`config.mk`:
```
export PLATFORM = sky130hd
export DESIGN_NAME = global_ctrl
export DESIGN_NICKNAME = d
export VERILOG_FILES = /design/src/global_ctrl.v /design/src/stat_counter_bank.v /design/src/wake_timer.v
export VERILOG_INCLUDE_DIRS = /design/src
export SDC_FILE = /design/constraint.sdc
export NUM_CORES = 2
export LEC_CHECK = 0
export BUFFER_PORTS_ARGS = -buffer_cell sky130_fd_sc_hd__buf_4
export CORE_MARGIN = 2
export CORE_UTILIZATION = 50
export CTS_BUF_LIST = sky130_fd_sc_hd__clkbuf_16
export DETAILED_ROUTE_END_ITERATION = 10
export PLACE_DENSITY = 0.66
export SLEW_MARGIN = 20
export SYNTH_ARGS = -nofsm -noshare
export SYNTH_HDL_FRONTEND = slang
export SYNTH_SLANG_ARGS = --single-unit
```
`constraint.sdc`:
```
create_clock -name core_clk -period 67.8 [get_ports core_clk]
set_input_delay 6.78 -clock core_clk [delete_from_list [all_inputs] [get_ports core_clk]]
set_output_delay 6.78 -clock core_clk [all_outputs]
set_load 0.1 [all_outputs]
```
`src/gc_regs.vh`:
```
`ifndef GC_REGS_VH
`define GC_REGS_VH

// ----------------------------------------------------------------------
// Register offsets (byte addresses, 8-bit address port)
// ----------------------------------------------------------------------
`define OFS_PART_ID        8'hc0
`define OFS_LED_CTRL       8'hc6
`define OFS_IND_CTRL       8'hc8
`define OFS_IND_LOW        8'hd0
`define OFS_IND_HIGH       8'hd2
`define OFS_PWR_CTRL       8'hd4
`define OFS_IRQ_STATUS     8'he0
`define OFS_IRQ_CLEAR      8'he2
`define OFS_IRQ_ENABLE     8'he4

// ----------------------------------------------------------------------
// Field positions
// ----------------------------------------------------------------------
`define LED_SEL_HIGH_BIT   15
`define LED_SEL_LOW_BIT    9
`define IND_READ_BIT       12
`define IND_TABLE_HI       11
`define IND_TABLE_LO       10
`define IND_TABLE_CNT      2'b11
`define PWR_DELAY_BIT      14
`define PWR_POL_BIT        12
`define PWR_EN_HI          11
`define PWR_EN_LO          8
`define PWR_AUTO_BIT       7
`define PWR_STAT_HI        5
`define PWR_STAT_LO        2

// ----------------------------------------------------------------------
// Reset values
// ----------------------------------------------------------------------
`define RST_LED_CTRL       16'h0835
`define RST_IND_CTRL       16'h0000
`define RST_IND_DATA       16'h0000
`define RST_PWR_CTRL       16'h0000

// ----------------------------------------------------------------------
// Timing: wake-up time unit 16 ms at 40 MHz
// ----------------------------------------------------------------------
`define CLK_HZ             40000000
`define WAKE_UNIT_MS       16
`define WAKE_UNIT_CYCLES   (`CLK_HZ / 1000 * `WAKE_UNIT_MS)
`define WAKE_TIME_DEFAULT  8'h08

`endif

```
`src/global_ctrl.v`:
```
// Added by the designer: the plain strobed port.
`timescale 1ns/1ps
`include "gc_regs.vh"

//
// Behaviour
// [RULE1] Identification word: family code bits 15-8, chip 7-4, rev 3-1.
// [RULE2] Bits 15 and 9 choose which status drives each of four LEDs.
// [RULE3] Writing the indirect control word launches a command; bit 12 reads.
// [RULE4] A read command fetches the addressed counter then zeroes it.
// [RULE5] Host must use table select 11 for counters; others reserved.
// [RULE6] Five-bit address selects one of 32 counters.
// [RULE7] Low data word holds counter bits 15-0.
// [RULE8] High data word holds counter bits 31-16.
// [RULE9] Delay bit holds power event until clocks run and host ready; the code releases it on clocks_ready alone.
// [RULE10] Delay setting only applies while auto wake-up bit 7 is set.
// [RULE11] Polarity bit 12: one gives active high, zero active low.
// [RULE12] Enables: 11 wake frame, 10 remote wake, 9 link up, 8 energy.
// [RULE13] Assert power event only for events whose enable is set.
// [RULE14] Auto wake-up returns to normal power after energy persists.
// [RULE15] Power event drops once host clears status by writing ones.
// [RULE16] Both data words load from one counter snapshot.
//
module global_ctrl
#(
    parameter [7:0]  FAMILY_CODE = 8'h5a,  // Arbitrary value
    parameter [3:0]  CHIP_CODE   = 4'h3,   // Arbitrary value
    parameter [2:0]  REV_CODE    = 3'h2,   // Arbitrary value
    parameter        WAKE_UNIT   = `WAKE_UNIT_CYCLES
)
(
    // Clock and reset
    input  wire        core_clk,
    input  wire        rst,
    // Register port
    input  wire [7:0]  addr,
    input  wire [15:0] wdata,
    input  wire        wr,
    input  wire        rd,
    output reg  [15:0] rdata,
    // Port status inputs for LEDs
    input  wire        link_up,
    input  wire        activity,
    input  wire        full_duplex,
    input  wire        collision,
    input  wire        speed_100,
    // Statistics count strobes
    input  wire [31:0] count_inc,
    // Wake events and system state
    input  wire        wake_frame,
    input  wire        remote_wake,
    input  wire        link_change_up,
    input  wire        energy_detect,
    input  wire        clocks_ready,
    input  wire        energy_detect_mode,
    // Outputs
    output reg         port_led_3,
    output reg         port_led_2,
    output reg         port_led_1,
    output reg         port_led_0,
    output reg         power_event_output,
    output reg         wake_to_normal,
    output reg         irq
);

    // ------------------------------------------------------------------
    // Registers
    // ------------------------------------------------------------------
    reg  [15:0] global_led_control;
    reg  [15:0] indirect_access_control;
    reg  [15:0] indirect_data_low;
    reg  [15:0] indirect_data_high;
    reg  [15:0] power_event_control;
    reg  [3:0]  wake_status;
    reg  [2:0]  irq_status;
    reg  [2:0]  irq_enable;
    reg         fetch;
    reg         pending_event;

    wire [31:0] fetch_data;
    wire        fetch_done;
    wire        wake_expired;

    wire [15:0] part_identification =
        {FAMILY_CODE, CHIP_CODE, REV_CODE, 1'b0};  // [RULE1]

    wire [1:0] led_sel = {global_led_control[`LED_SEL_HIGH_BIT],
                          global_led_control[`LED_SEL_LOW_BIT]};
    wire [3:0] wake_en =
        power_event_control[`PWR_EN_HI:`PWR_EN_LO];
    wire       auto_wake = power_event_control[`PWR_AUTO_BIT];
    wire       delay_en  = power_event_control[`PWR_DELAY_BIT];
    wire       pol_high  = power_event_control[`PWR_POL_BIT];

    // Wake events in status-bit order: energy, link up, remote, frame
    wire [3:0] wake_evt = {wake_frame, remote_wake,
                           link_change_up, energy_detect};  // [RULE12]
    wire [3:0] wake_hit = wake_evt & wake_en;                // [RULE13]

    wire w_ind  = wr && addr == `OFS_IND_CTRL;
    wire w_pwr  = wr && addr == `OFS_PWR_CTRL;
    wire [3:0] w1c_stat = w_pwr ?
        wdata[`PWR_STAT_HI:`PWR_STAT_LO] : 4'h0;
    wire [2:0] irq_clr = (wr && addr == `OFS_IRQ_CLEAR) ?
        wdata[2:0] : 3'h0;
    wire [2:0] irq_evt = {fetch_done, |wake_hit, wake_expired};

    // ------------------------------------------------------------------
    // Submodules
    // ------------------------------------------------------------------
    stat_counter_bank u_counters
    (
        .core_clk   (core_clk),
        .rst        (rst),
        .count_inc  (count_inc),
        .fetch      (fetch),
        .fetch_addr (indirect_access_control[4:0]),  // [RULE6]
        .fetch_data (fetch_data),
        .fetch_done (fetch_done)
    );

    wake_timer #(.UNIT_CYCLES(WAKE_UNIT)) u_wake
    (
        .core_clk  (core_clk),
        .rst       (rst),
        .energy    (energy_detect && energy_detect_mode),
        .wake_time (`WAKE_TIME_DEFAULT),
        .expired   (wake_expired)
    );

    // ------------------------------------------------------------------
    // Register writes and indirect command
    // ------------------------------------------------------------------
    always @(posedge core_clk or posedge rst)
    begin
        if (rst)
        begin
            global_led_control      <= `RST_LED_CTRL;
            indirect_access_control <= `RST_IND_CTRL;
            indirect_data_low       <= `RST_IND_DATA;
            indirect_data_high      <= `RST_IND_DATA;
            power_event_control     <= `RST_PWR_CTRL;
            irq_enable              <= 3'h0;
            fetch                   <= 1'b0;
        end
        else
        begin
            // Launch only on a read-enabled write to the counter table;
            // reserved table codes do nothing
            fetch <= w_ind && wdata[`IND_READ_BIT] &&
                     wdata[`IND_TABLE_HI:`IND_TABLE_LO] ==
                     `IND_TABLE_CNT;                         // [RULE3] [RULE4] [RULE5]
            if (wr)
            begin
                case (addr)
                    `OFS_LED_CTRL:   global_led_control      <= wdata;
                    `OFS_IND_CTRL:   indirect_access_control <= wdata;
                    `OFS_IND_LOW:    indirect_data_low       <= wdata;
                    `OFS_IND_HIGH:   indirect_data_high      <= wdata;
                    `OFS_PWR_CTRL:   power_event_control     <=
                        {1'b0, wdata[14:6], 6'h00};
                    `OFS_IRQ_ENABLE: irq_enable              <= wdata[2:0];
                    default:         ;
                endcase
            end
            // Both halves come from one snapshot
            if (fetch_done)
            begin
                indirect_data_low  <= fetch_data[15:0];      // [RULE7] [RULE16]
                indirect_data_high <= fetch_data[31:16];     // [RULE8] [RULE16]
            end
        end
    end

    // ------------------------------------------------------------------
    // Wake status, power event and interrupts
    // ------------------------------------------------------------------
    // A new event in the same cycle as a clear keeps its bit set
    always @(posedge core_clk or posedge rst)
    begin
        if (rst)
        begin
            wake_status   <= 4'h0;
            irq_status    <= 3'h0;
            pending_event <= 1'b0;
        end
        else
        begin
            wake_status <= (wake_status & ~w1c_stat) | wake_hit;  // [RULE15]
            irq_status  <= (irq_status & ~irq_clr) | irq_evt;
            pending_event <= |((wake_status & ~w1c_stat) | wake_hit);
        end
    end

    wire hold_off = auto_wake && delay_en && !clocks_ready;  // [RULE9] [RULE10]

    always @(posedge core_clk or posedge rst)
    begin
        if (rst)
        begin
            power_event_output <= 1'b0;
            wake_to_normal     <= 1'b0;
            irq                <= 1'b0;
        end
        else
        begin
            power_event_output <= (pending_event && !hold_off) ?
                                  pol_high : !pol_high;      // [RULE11] [RULE13]
            wake_to_normal     <= auto_wake && wake_expired; // [RULE14]
            irq                <= |(irq_status & irq_enable);
        end
    end

    // ------------------------------------------------------------------
    // LEDs
    // ------------------------------------------------------------------
    always @(posedge core_clk or posedge rst)
    begin
        if (rst)
        begin
            port_led_3 <= 1'b0;
            port_led_2 <= 1'b0;
            port_led_1 <= 1'b0;
            port_led_0 <= 1'b0;
        end
        else
        begin
            case (led_sel)                                   // [RULE2]
                2'b00:
                begin
                    port_led_3 <= 1'b0;
                    port_led_2 <= link_up && activity;
                    port_led_1 <= full_duplex || collision;
                    port_led_0 <= speed_100;
                end
                2'b01:
                begin
                    port_led_3 <= 1'b0;
                    port_led_2 <= link_up && activity && speed_100;
                    port_led_1 <= link_up && activity && !speed_100;
                    port_led_0 <= full_duplex;
                end
                2'b10:
                begin
                    port_led_3 <= activity;
                    port_led_2 <= link_up;
                    port_led_1 <= full_duplex || collision;
                    port_led_0 <= speed_100;
                end
                default:
                begin
                    port_led_3 <= 1'b0;
                    port_led_2 <= 1'b0;
                    port_led_1 <= 1'b0;
                    port_led_0 <= 1'b0;
                end
            endcase
        end
    end

    // ------------------------------------------------------------------
    // Read data, one cycle after the strobe
    // ------------------------------------------------------------------
    always @(posedge core_clk or posedge rst)
    begin
        if (rst)
            rdata <= 16'h0000;
        else if (rd)
        begin
            case (addr)
                `OFS_PART_ID:    rdata <= part_identification;
                `OFS_LED_CTRL:   rdata <= global_led_control;
                `OFS_IND_CTRL:   rdata <= indirect_access_control;
                `OFS_IND_LOW:    rdata <= indirect_data_low;
                `OFS_IND_HIGH:   rdata <= indirect_data_high;
                `OFS_PWR_CTRL:   rdata <= {power_event_control[15:6],
                                           wake_status, 2'b00};
                `OFS_IRQ_STATUS: rdata <= {13'h0000, irq_status};
                `OFS_IRQ_ENABLE: rdata <= {13'h0000, irq_enable};
                default:         rdata <= 16'h0000;
            endcase
        end
        else
            rdata <= 16'h0000;
    end

endmodule

```
`src/stat_counter_bank.v`:
```
`timescale 1ns/1ps
`include "gc_regs.vh"

// 32 statistics counters; a fetch returns one snapshot and clears it
module stat_counter_bank
(
    // Clock and reset
    input  wire        core_clk,
    input  wire        rst,
    // Count strobes, one bit per counter
    input  wire [31:0] count_inc,
    // Fetch-and-clear request
    input  wire        fetch,
    input  wire [4:0]  fetch_addr,
    // Snapshot result
    output reg  [31:0] fetch_data,
    output reg         fetch_done
);

    reg [31:0] counter [0:31];

    genvar i;
    generate
        for (i = 0; i < 32; i = i + 1)
        begin : g_cnt
            localparam [4:0] IDX = i;
            always @(posedge core_clk or posedge rst)
            begin
                if (rst)
                    counter[i] <= 32'h0000_0000;
                else if (fetch && fetch_addr == IDX)
                    // Clear on fetch; an increment in the same cycle
                    // is kept so no event is lost
                    counter[i] <= {31'h0000_0000, count_inc[i]};
                else if (count_inc[i])
                    counter[i] <= counter[i] + 32'h0000_0001;
            end
        end
    endgenerate

    always @(posedge core_clk or posedge rst)
    begin
        if (rst)
        begin
            fetch_data <= 32'h0000_0000;
            fetch_done <= 1'b0;
        end
        else
        begin
            fetch_done <= fetch;
            if (fetch)
                fetch_data <= counter[fetch_addr];
        end
    end

endmodule

```
`src/wake_timer.v`:
```
`timescale 1ns/1ps
`include "gc_regs.vh"

// Flags when signal energy has lasted longer than wake_time units
module wake_timer
#(
    parameter UNIT_CYCLES = `WAKE_UNIT_CYCLES
)
(
    // Clock and reset
    input  wire       core_clk,
    input  wire       rst,
    // Energy level and programmed time in units
    input  wire       energy,
    input  wire [7:0] wake_time,
    // High while energy has persisted long enough
    output reg        expired
);

    reg [19:0] tick_cnt;
    reg [7:0]  unit_cnt;
    wire       tick = (tick_cnt == UNIT_CYCLES[19:0] - 20'h0_0001);

    always @(posedge core_clk or posedge rst)
    begin
        if (rst)
        begin
            tick_cnt <= 20'h0_0000;
            unit_cnt <= 8'h00;
            expired  <= 1'b0;
        end
        else if (!energy)
        begin
            // Energy must be seen without a break
            tick_cnt <= 20'h0_0000;
            unit_cnt <= 8'h00;
            expired  <= 1'b0;
        end
        else
        begin
            tick_cnt <= tick ? 20'h0_0000 : tick_cnt + 20'h0_0001;
            if (tick && unit_cnt != 8'hff)
                unit_cnt <= unit_cnt + 8'h01;
            if (unit_cnt >= wake_time && wake_time != 8'h00)
                expired <= 1'b1;
        end
    end

endmodule

```
# Word level (Yosys, flattened, before mapping)
# Index checks and enable logic that the tools add are counted.
[op_classes] addsub=34 n_mul=0 div_mod_pow=0 n_lt_le_gt_ge=2 eq_ne=47 shifts=0 mux=88 bitwise_logic=9 reduce_logical=98
[ops] op="$mux 32" n=66
[ops] op="$add 32x1->32 const B" n=32
[ops] op="$bmux 32 s5" n=1
[ops] op="$pmux 16 s8" n=1
[ops] op="$mux 16" n=7
[ops] op="$eq 5x5->1 const B" n=16
[ops] op="$eq 8x8->1 const B" n=9
[ops] op="$reduce_bool 2->1" n=35
[ops] op="$logic_and 1x1->1" n=46
[ops] op="$eq 5x4->1 const B" n=8
[ops] op="$mux 20" n=2
[ops] op="$add 20x1->20 const B" n=1
[ops] op="$eq 20x20->1 const B" n=1
[ops] op="$eq 5x3->1 const B" n=4
[ops] op="$mux 8" n=2
[ops] op="$reduce_and 2->1" n=6
[ops] op="$eq 5x2->1 const B" n=2
[ops] op="$add 8x1->8 const B" n=1
[ops] op="$and 4x4->4" n=2
[ops] op="$ge 8x4->1 const B" n=1
[ops] op="$ne 8x8->1 const B" n=1
[ops] op="$reduce_or 4->1" n=2
[ops] op="$and 3x3->3" n=2
[ops] op="$ge 6x6->1 const B" n=1
[ops] op="20 further kinds" n=29
[word_totals] ff_bits=1194 latch_bits=0 ram_bits=0 rom_bits=0 inputBits=71 output_inout_bits=23 wordCells=333 memories=0

# Longest topological paths before layout
[depth] word_depth=7 ltp_mapped=9 mapped_depth_nobuf=6

# Cells and area by module
# From an unflattened synthesis, not the netlist that was laid out.
[hier_totals] cells_unflattened=6920 hier_area_um2=67105.6
[by_module_without_submodules] mod="stat_counter_bank" instances=1 cells_each=6283 area_each_um2=60195.2
[by_module_without_submodules] mod="global_ctrl" instances=1 cells_each=455 area_each_um2=5230.0
[by_module_without_submodules] mod="wake_timer" instances=1 cells_each=182 area_each_um2=1680.4

# Worst setup path before layout
# OpenSTA, ideal clock, no wires.
[synth_path] path_kind="input port to flip-flop" from="input addr[4]" to="register indirect_access_control[0]" setup_ns=0.125 t_arrival_ns=8.481 path_slack_ns=59.194 path_stages=6 n_path_buf=2 path_cell_list="clkbuf_1 nand4bb_1 nor4b_4 nand2_1 clkbuf_1 mux2_2"
[synth_between] elab_chain_len=2
[synth_rtl] item="start, declared" line_no="global_ctrl.v:36" rtl="input wire [7:0] addr,"
[synth_rtl] item="$eq 8x8->1" line_no="global_ctrl.v:155" rtl="case (addr)"
[synth_rtl] item="$reduce_and 2->1 (no source line)"
[synth_rtl] item="end signal, assigned" line_no="global_ctrl.v:139" rtl="indirect_access_control <= `RST_IND_CTRL;"
[synth_rtl] item="end signal, assigned" line_no="global_ctrl.v:157" rtl="`OFS_IND_CTRL: indirect_access_control <= wdata;"
[synth_rtl] item="end, declared" line_no="global_ctrl.v:70" rtl="reg [15:0] indirect_access_control;"
# Every way passes these cells.
# A chain may end at the register's enable or synchronous reset.

==> flow_summary_export.csv <==
group,metric,value,unit
route,wl,213700,um
power_and_ir_drop,leakagePower,30.10,nW
worst_hold_path,min_path_type,"reg -> reg",
logic_synthesis,ys_warn_count,0,
die,design.die.area,135700,um^2
clock_tree,post_cts_buffers,0,
worst_hold_path,hold_path.startpoint,"u_wake.expired",
sta,worst-slew-pin-transition,1.156,ns
global_route,grt_use_met2,0.4562,
sta,fmax,108.2,MHz
die,std_cell_rows,133,
sta,finalSetupViolations,0,
worst_setup_path,worstPathRequired,68.56,ns
die,ios,94,
clock_tree,clockBufferDepth,3,
die,die_w,368.4,um
clock_tree,ctsHoldBuffers,0,
logic_synthesis,synthXorXnorAreaFrac,0.1076,
power_and_ir_drop,pwr_density_cell,26.12,nW/um^2
final_layout,nNetsFinal,6743,
global_route,gr-usage-met1,0.4482,
clock_tree,cts_made_buffers,137,
logic_synthesis,synth-simple-area-share,0.2380,
worst_setup_path,reg2reg_slack,63.37,ns
power_and_ir_drop,seqPwrFrac,0.477,
logic_synthesis,synth_top_cell_by_area,"dfrtp_1",
route,wl_per_cell,25.14,um
clock_tree,clock-sinks,1194,
route,route.detailed.drc,0,
global_route,grt_max_degree,162,
sta,timing.hold.ws,0.4857,ns
logic_synthesis,synth-seq-area-share,0.4501,
route,drtAntennaViolNets,0,
clock_tree,htreeDepth,4,
final_layout,drive_gt1_frac,0.1168,
clock_tree,clock_latency,0.79,ns
route,vias_per_cell,6.416,
logic_synthesis,ys_types,77,
final_layout,utilization,0.5550,
final_layout,final_cell_mix,"1184 x dfrtp_1, 940 x nor2_1, 526 x nand2_1",
placement,portBuffers,93,
route,vias,54537,
power_and_ir_drop,p_int,1.326,mW
worst_setup_path,crit_end,"u_counters.counter[159]",
power_and_ir_drop,sw_frac_of_total,0.3052,
global_route,grtUsageMet3,0.07440,
logic_synthesis,ys_ff_latch,1194,
clock_tree,ctsResizeCount,0,
global_route,grt_usage,0.3138,
worst_setup_path,critPathLaunch,"rst",
worst_setup_path,path_class,"in -> async",
logic_synthesis,synth-main-ff-cell,"dfrtp_1",
logic_synthesis,async_flop_share,1.000,
global_route,grt.overflow.total,0,
power_and_ir_drop,power.total,1.908,mW
worst_setup_path,cp_max_fo,161,
worst_setup_path,start_kind,"input port",
die,start_util,0.5044,
sta,rsz0062_at_grt,"no",
die,core_area,131600,um^2
worst_setup_path,reg2reg_from,"indirect_access_control[1]",
placement,dp_hpwl,157300,um
route,drtPass1Iterations,7,
global_route,grt_busiest_layer,"met2",
sta,finalHoldViolations,0,
clock_tree,cts_root_buffer,"clkbuf_16",
logic_synthesis,synth_nets,6777,
route,drt_iter0_drc,6868,
clock_tree,clk_pin_slew,0.06,ns
sta,fin_skew,0.03209,ns
sta,final_max_slew_viol_count,0,
global_route,antenna_found_initial,9,
logic_synthesis,synth_compound_area_frac,0.05866,
logic_synthesis,synth_cells,6671,
sta,relSlewSlack,0.2234,
logic_synthesis,synth.mux.area_fraction,0.1111,
global_route,grt_pass1_vias,50172,
placement,pre_cts_slack,57.40,ns
worst_setup_path,end_kind,"asynchronous set/reset pin",
die,die_y,368.4,um
worst_setup_path,worstPathArrival,10.00,ns
logic_synthesis,avgSynthCellArea,9.954,um^2
logic_synthesis,synth_top_area_share,0.4481,
job,maxCapViolCount,0,
worst_setup_path,r2r-end,"u_counters.counter[828]",
logic_synthesis,synth_edf_count,0,
outcome,status,"complete, no violations",
placement,gp_congestion,0.9716,
clock_tree,cts_tree,"built",
logic_synthesis,synthAdderAreaFrac,0.006595,
power_and_ir_drop,p_comb_frac,0.136,
final_layout,final_common_cell,"dfrtp_1",
worst_setup_path,r2r_cells,7,
logic_synthesis,netlist_area,66400,um^2
global_route,grt_pass1_wl,323700,um
power_and_ir_drop,clkPwrFrac,0.387,
sta,fin_crit_sh,0.1363,
sta,tns,0,ns
logic_synthesis,synth_area_leaders,"dfrtp_1 45%, mux4_2 8.7%, xnor2_1 5.8%, nor2_1 5.5%, xor2_1 4.9%",
logic_synthesis,synth_top_family_by_area,"simple AND/OR/NAND/NOR gates",
final_layout,syn_to_final_growth,10.03,%
power_and_ir_drop,max-vdd-ir-drop,23.41,uV
power_and_ir_drop,p_sw,582.3,uW
sta,worst_slack,58.56,ns
final_layout,fillCellCount,11274,
sta,period_needed,9.243,ns
==> area by class of cell <==
class | instances | area, um^2 | area share
Tap cell | 1755 | 2196 | 0.03006
Clock inverter | 99 | 818.3 | 0.01120
Sequential cell | 1194 | 29900 | 0.4092
Multi-Input combinational cell | 5015 | 34790 | 0.4762
Clock buffer | 143 | 3578 | 0.04898
Inverter | 123 | 469.2 | 0.006422
Timing Repair Buffer | 166 | 1299 | 0.01778
Antenna cell | 5 | 12.51 | 0.0001713
==> kinds of logic (layout without fill, tap and decap cells) <==
| family | after synthesis | count (layout) |
|---|---|---|
| flip-flops | 1194 | 1194 |
| adder cells (fa/ha/maj) | 35 | 35 |
| AND/OR/NAND/NOR | 3114 | 3114 |
| XOR/XNOR | 816 | 816 |
| buffers and inverters | 462 | 531 |
| multiplexers | 409 | 409 |
| AO/OA/AOI/OAI | 641 | 641 |
| other | 0 | 5 |
==> flip-flops by register name (all words and copies together) (netlist names), 4 cells and up <==
register and flops:
rdata 16, indirect_access_control 16, indirect_data_high 16, u_counters.fetch_data 32, global_led_control 16, power_event_control 9, u_wake.unit_cnt 8, u_wake.tick_cnt 20
u_counters.counter 1024, indirect_data_low 16, wake_status 4
==> worst min path at each step <==
stage / cells past startpoint / endpoint
floorplan: 0 / u_counters.fetch_done
global placement: 2 / indirect_data_high[11]
detailed placement: 2 / indirect_data_high[14]
CTS: 2 / indirect_data_high[11]
global route: 2 / indirect_data_high[14]
finish: 1 / irq_status[0]
==> power by group through the flow <==
stage	Clock [mW]	Combinational, mW	Sequential (mW)
after floorplan	0	0.194	0.865
after global placement	0	0.248	0.914
after detailed placement	0	0.256	0.916
after CTS	0.747	0.259	0.905
after global routing	0.777	0.288	0.918
final	0.738	0.260	0.910
==> Yosys cell counts (11+ instances only) <==
master    instances
o31ai_1          27
nor2b_1          16
nand4b_1         12
o22ai_1          96
nand2_1         526
ha_1             35
nand3_1         312
and3_1          126
or2_2            22
and2_1           43
mux2_2           66
a22oi_1          17
mux4_2          256
buf_2            86
inv_1           123
xor2_1          373
nand2b_1         35
a222oi_1         11
and4_1          127
nor2_1          968
nor3_1          176
nand4_1         298
nor4_1          201
or4_1            42
o21ai_0         188
clkbuf_1        242
xnor2_1         443
mux2i_1          87
a31o_2           17
a21o_1           15
or3_1           135
dfrtp_1        1189
a21oi_1         190
nor4b_1          21
==> through the flow <==
step | area, um^2 | cells
after CTS | 73000 | 8494
after global placement | 68600 | 8252
after floorplan | 66400 | 6671
after global routing | 73050 | 8497
final | 73060 | 8500
after detailed placement | 68600 | 8252
==> per-layer routing <==
layer  share of wire  vias to the layer above
li1                -                    24089
met1            0.41                    27411
met2            0.44                     2602
met3            0.10                      425
met4           0.046                       10
met5         0.00029                        -
==> critical path: stages <==
cell and delay [ns]:
buf_4 0.14, inv_8 0.41, buf_12 0.68, buf_4 0.82, buf_4 0.84
(Power assumes the default switching activity.)
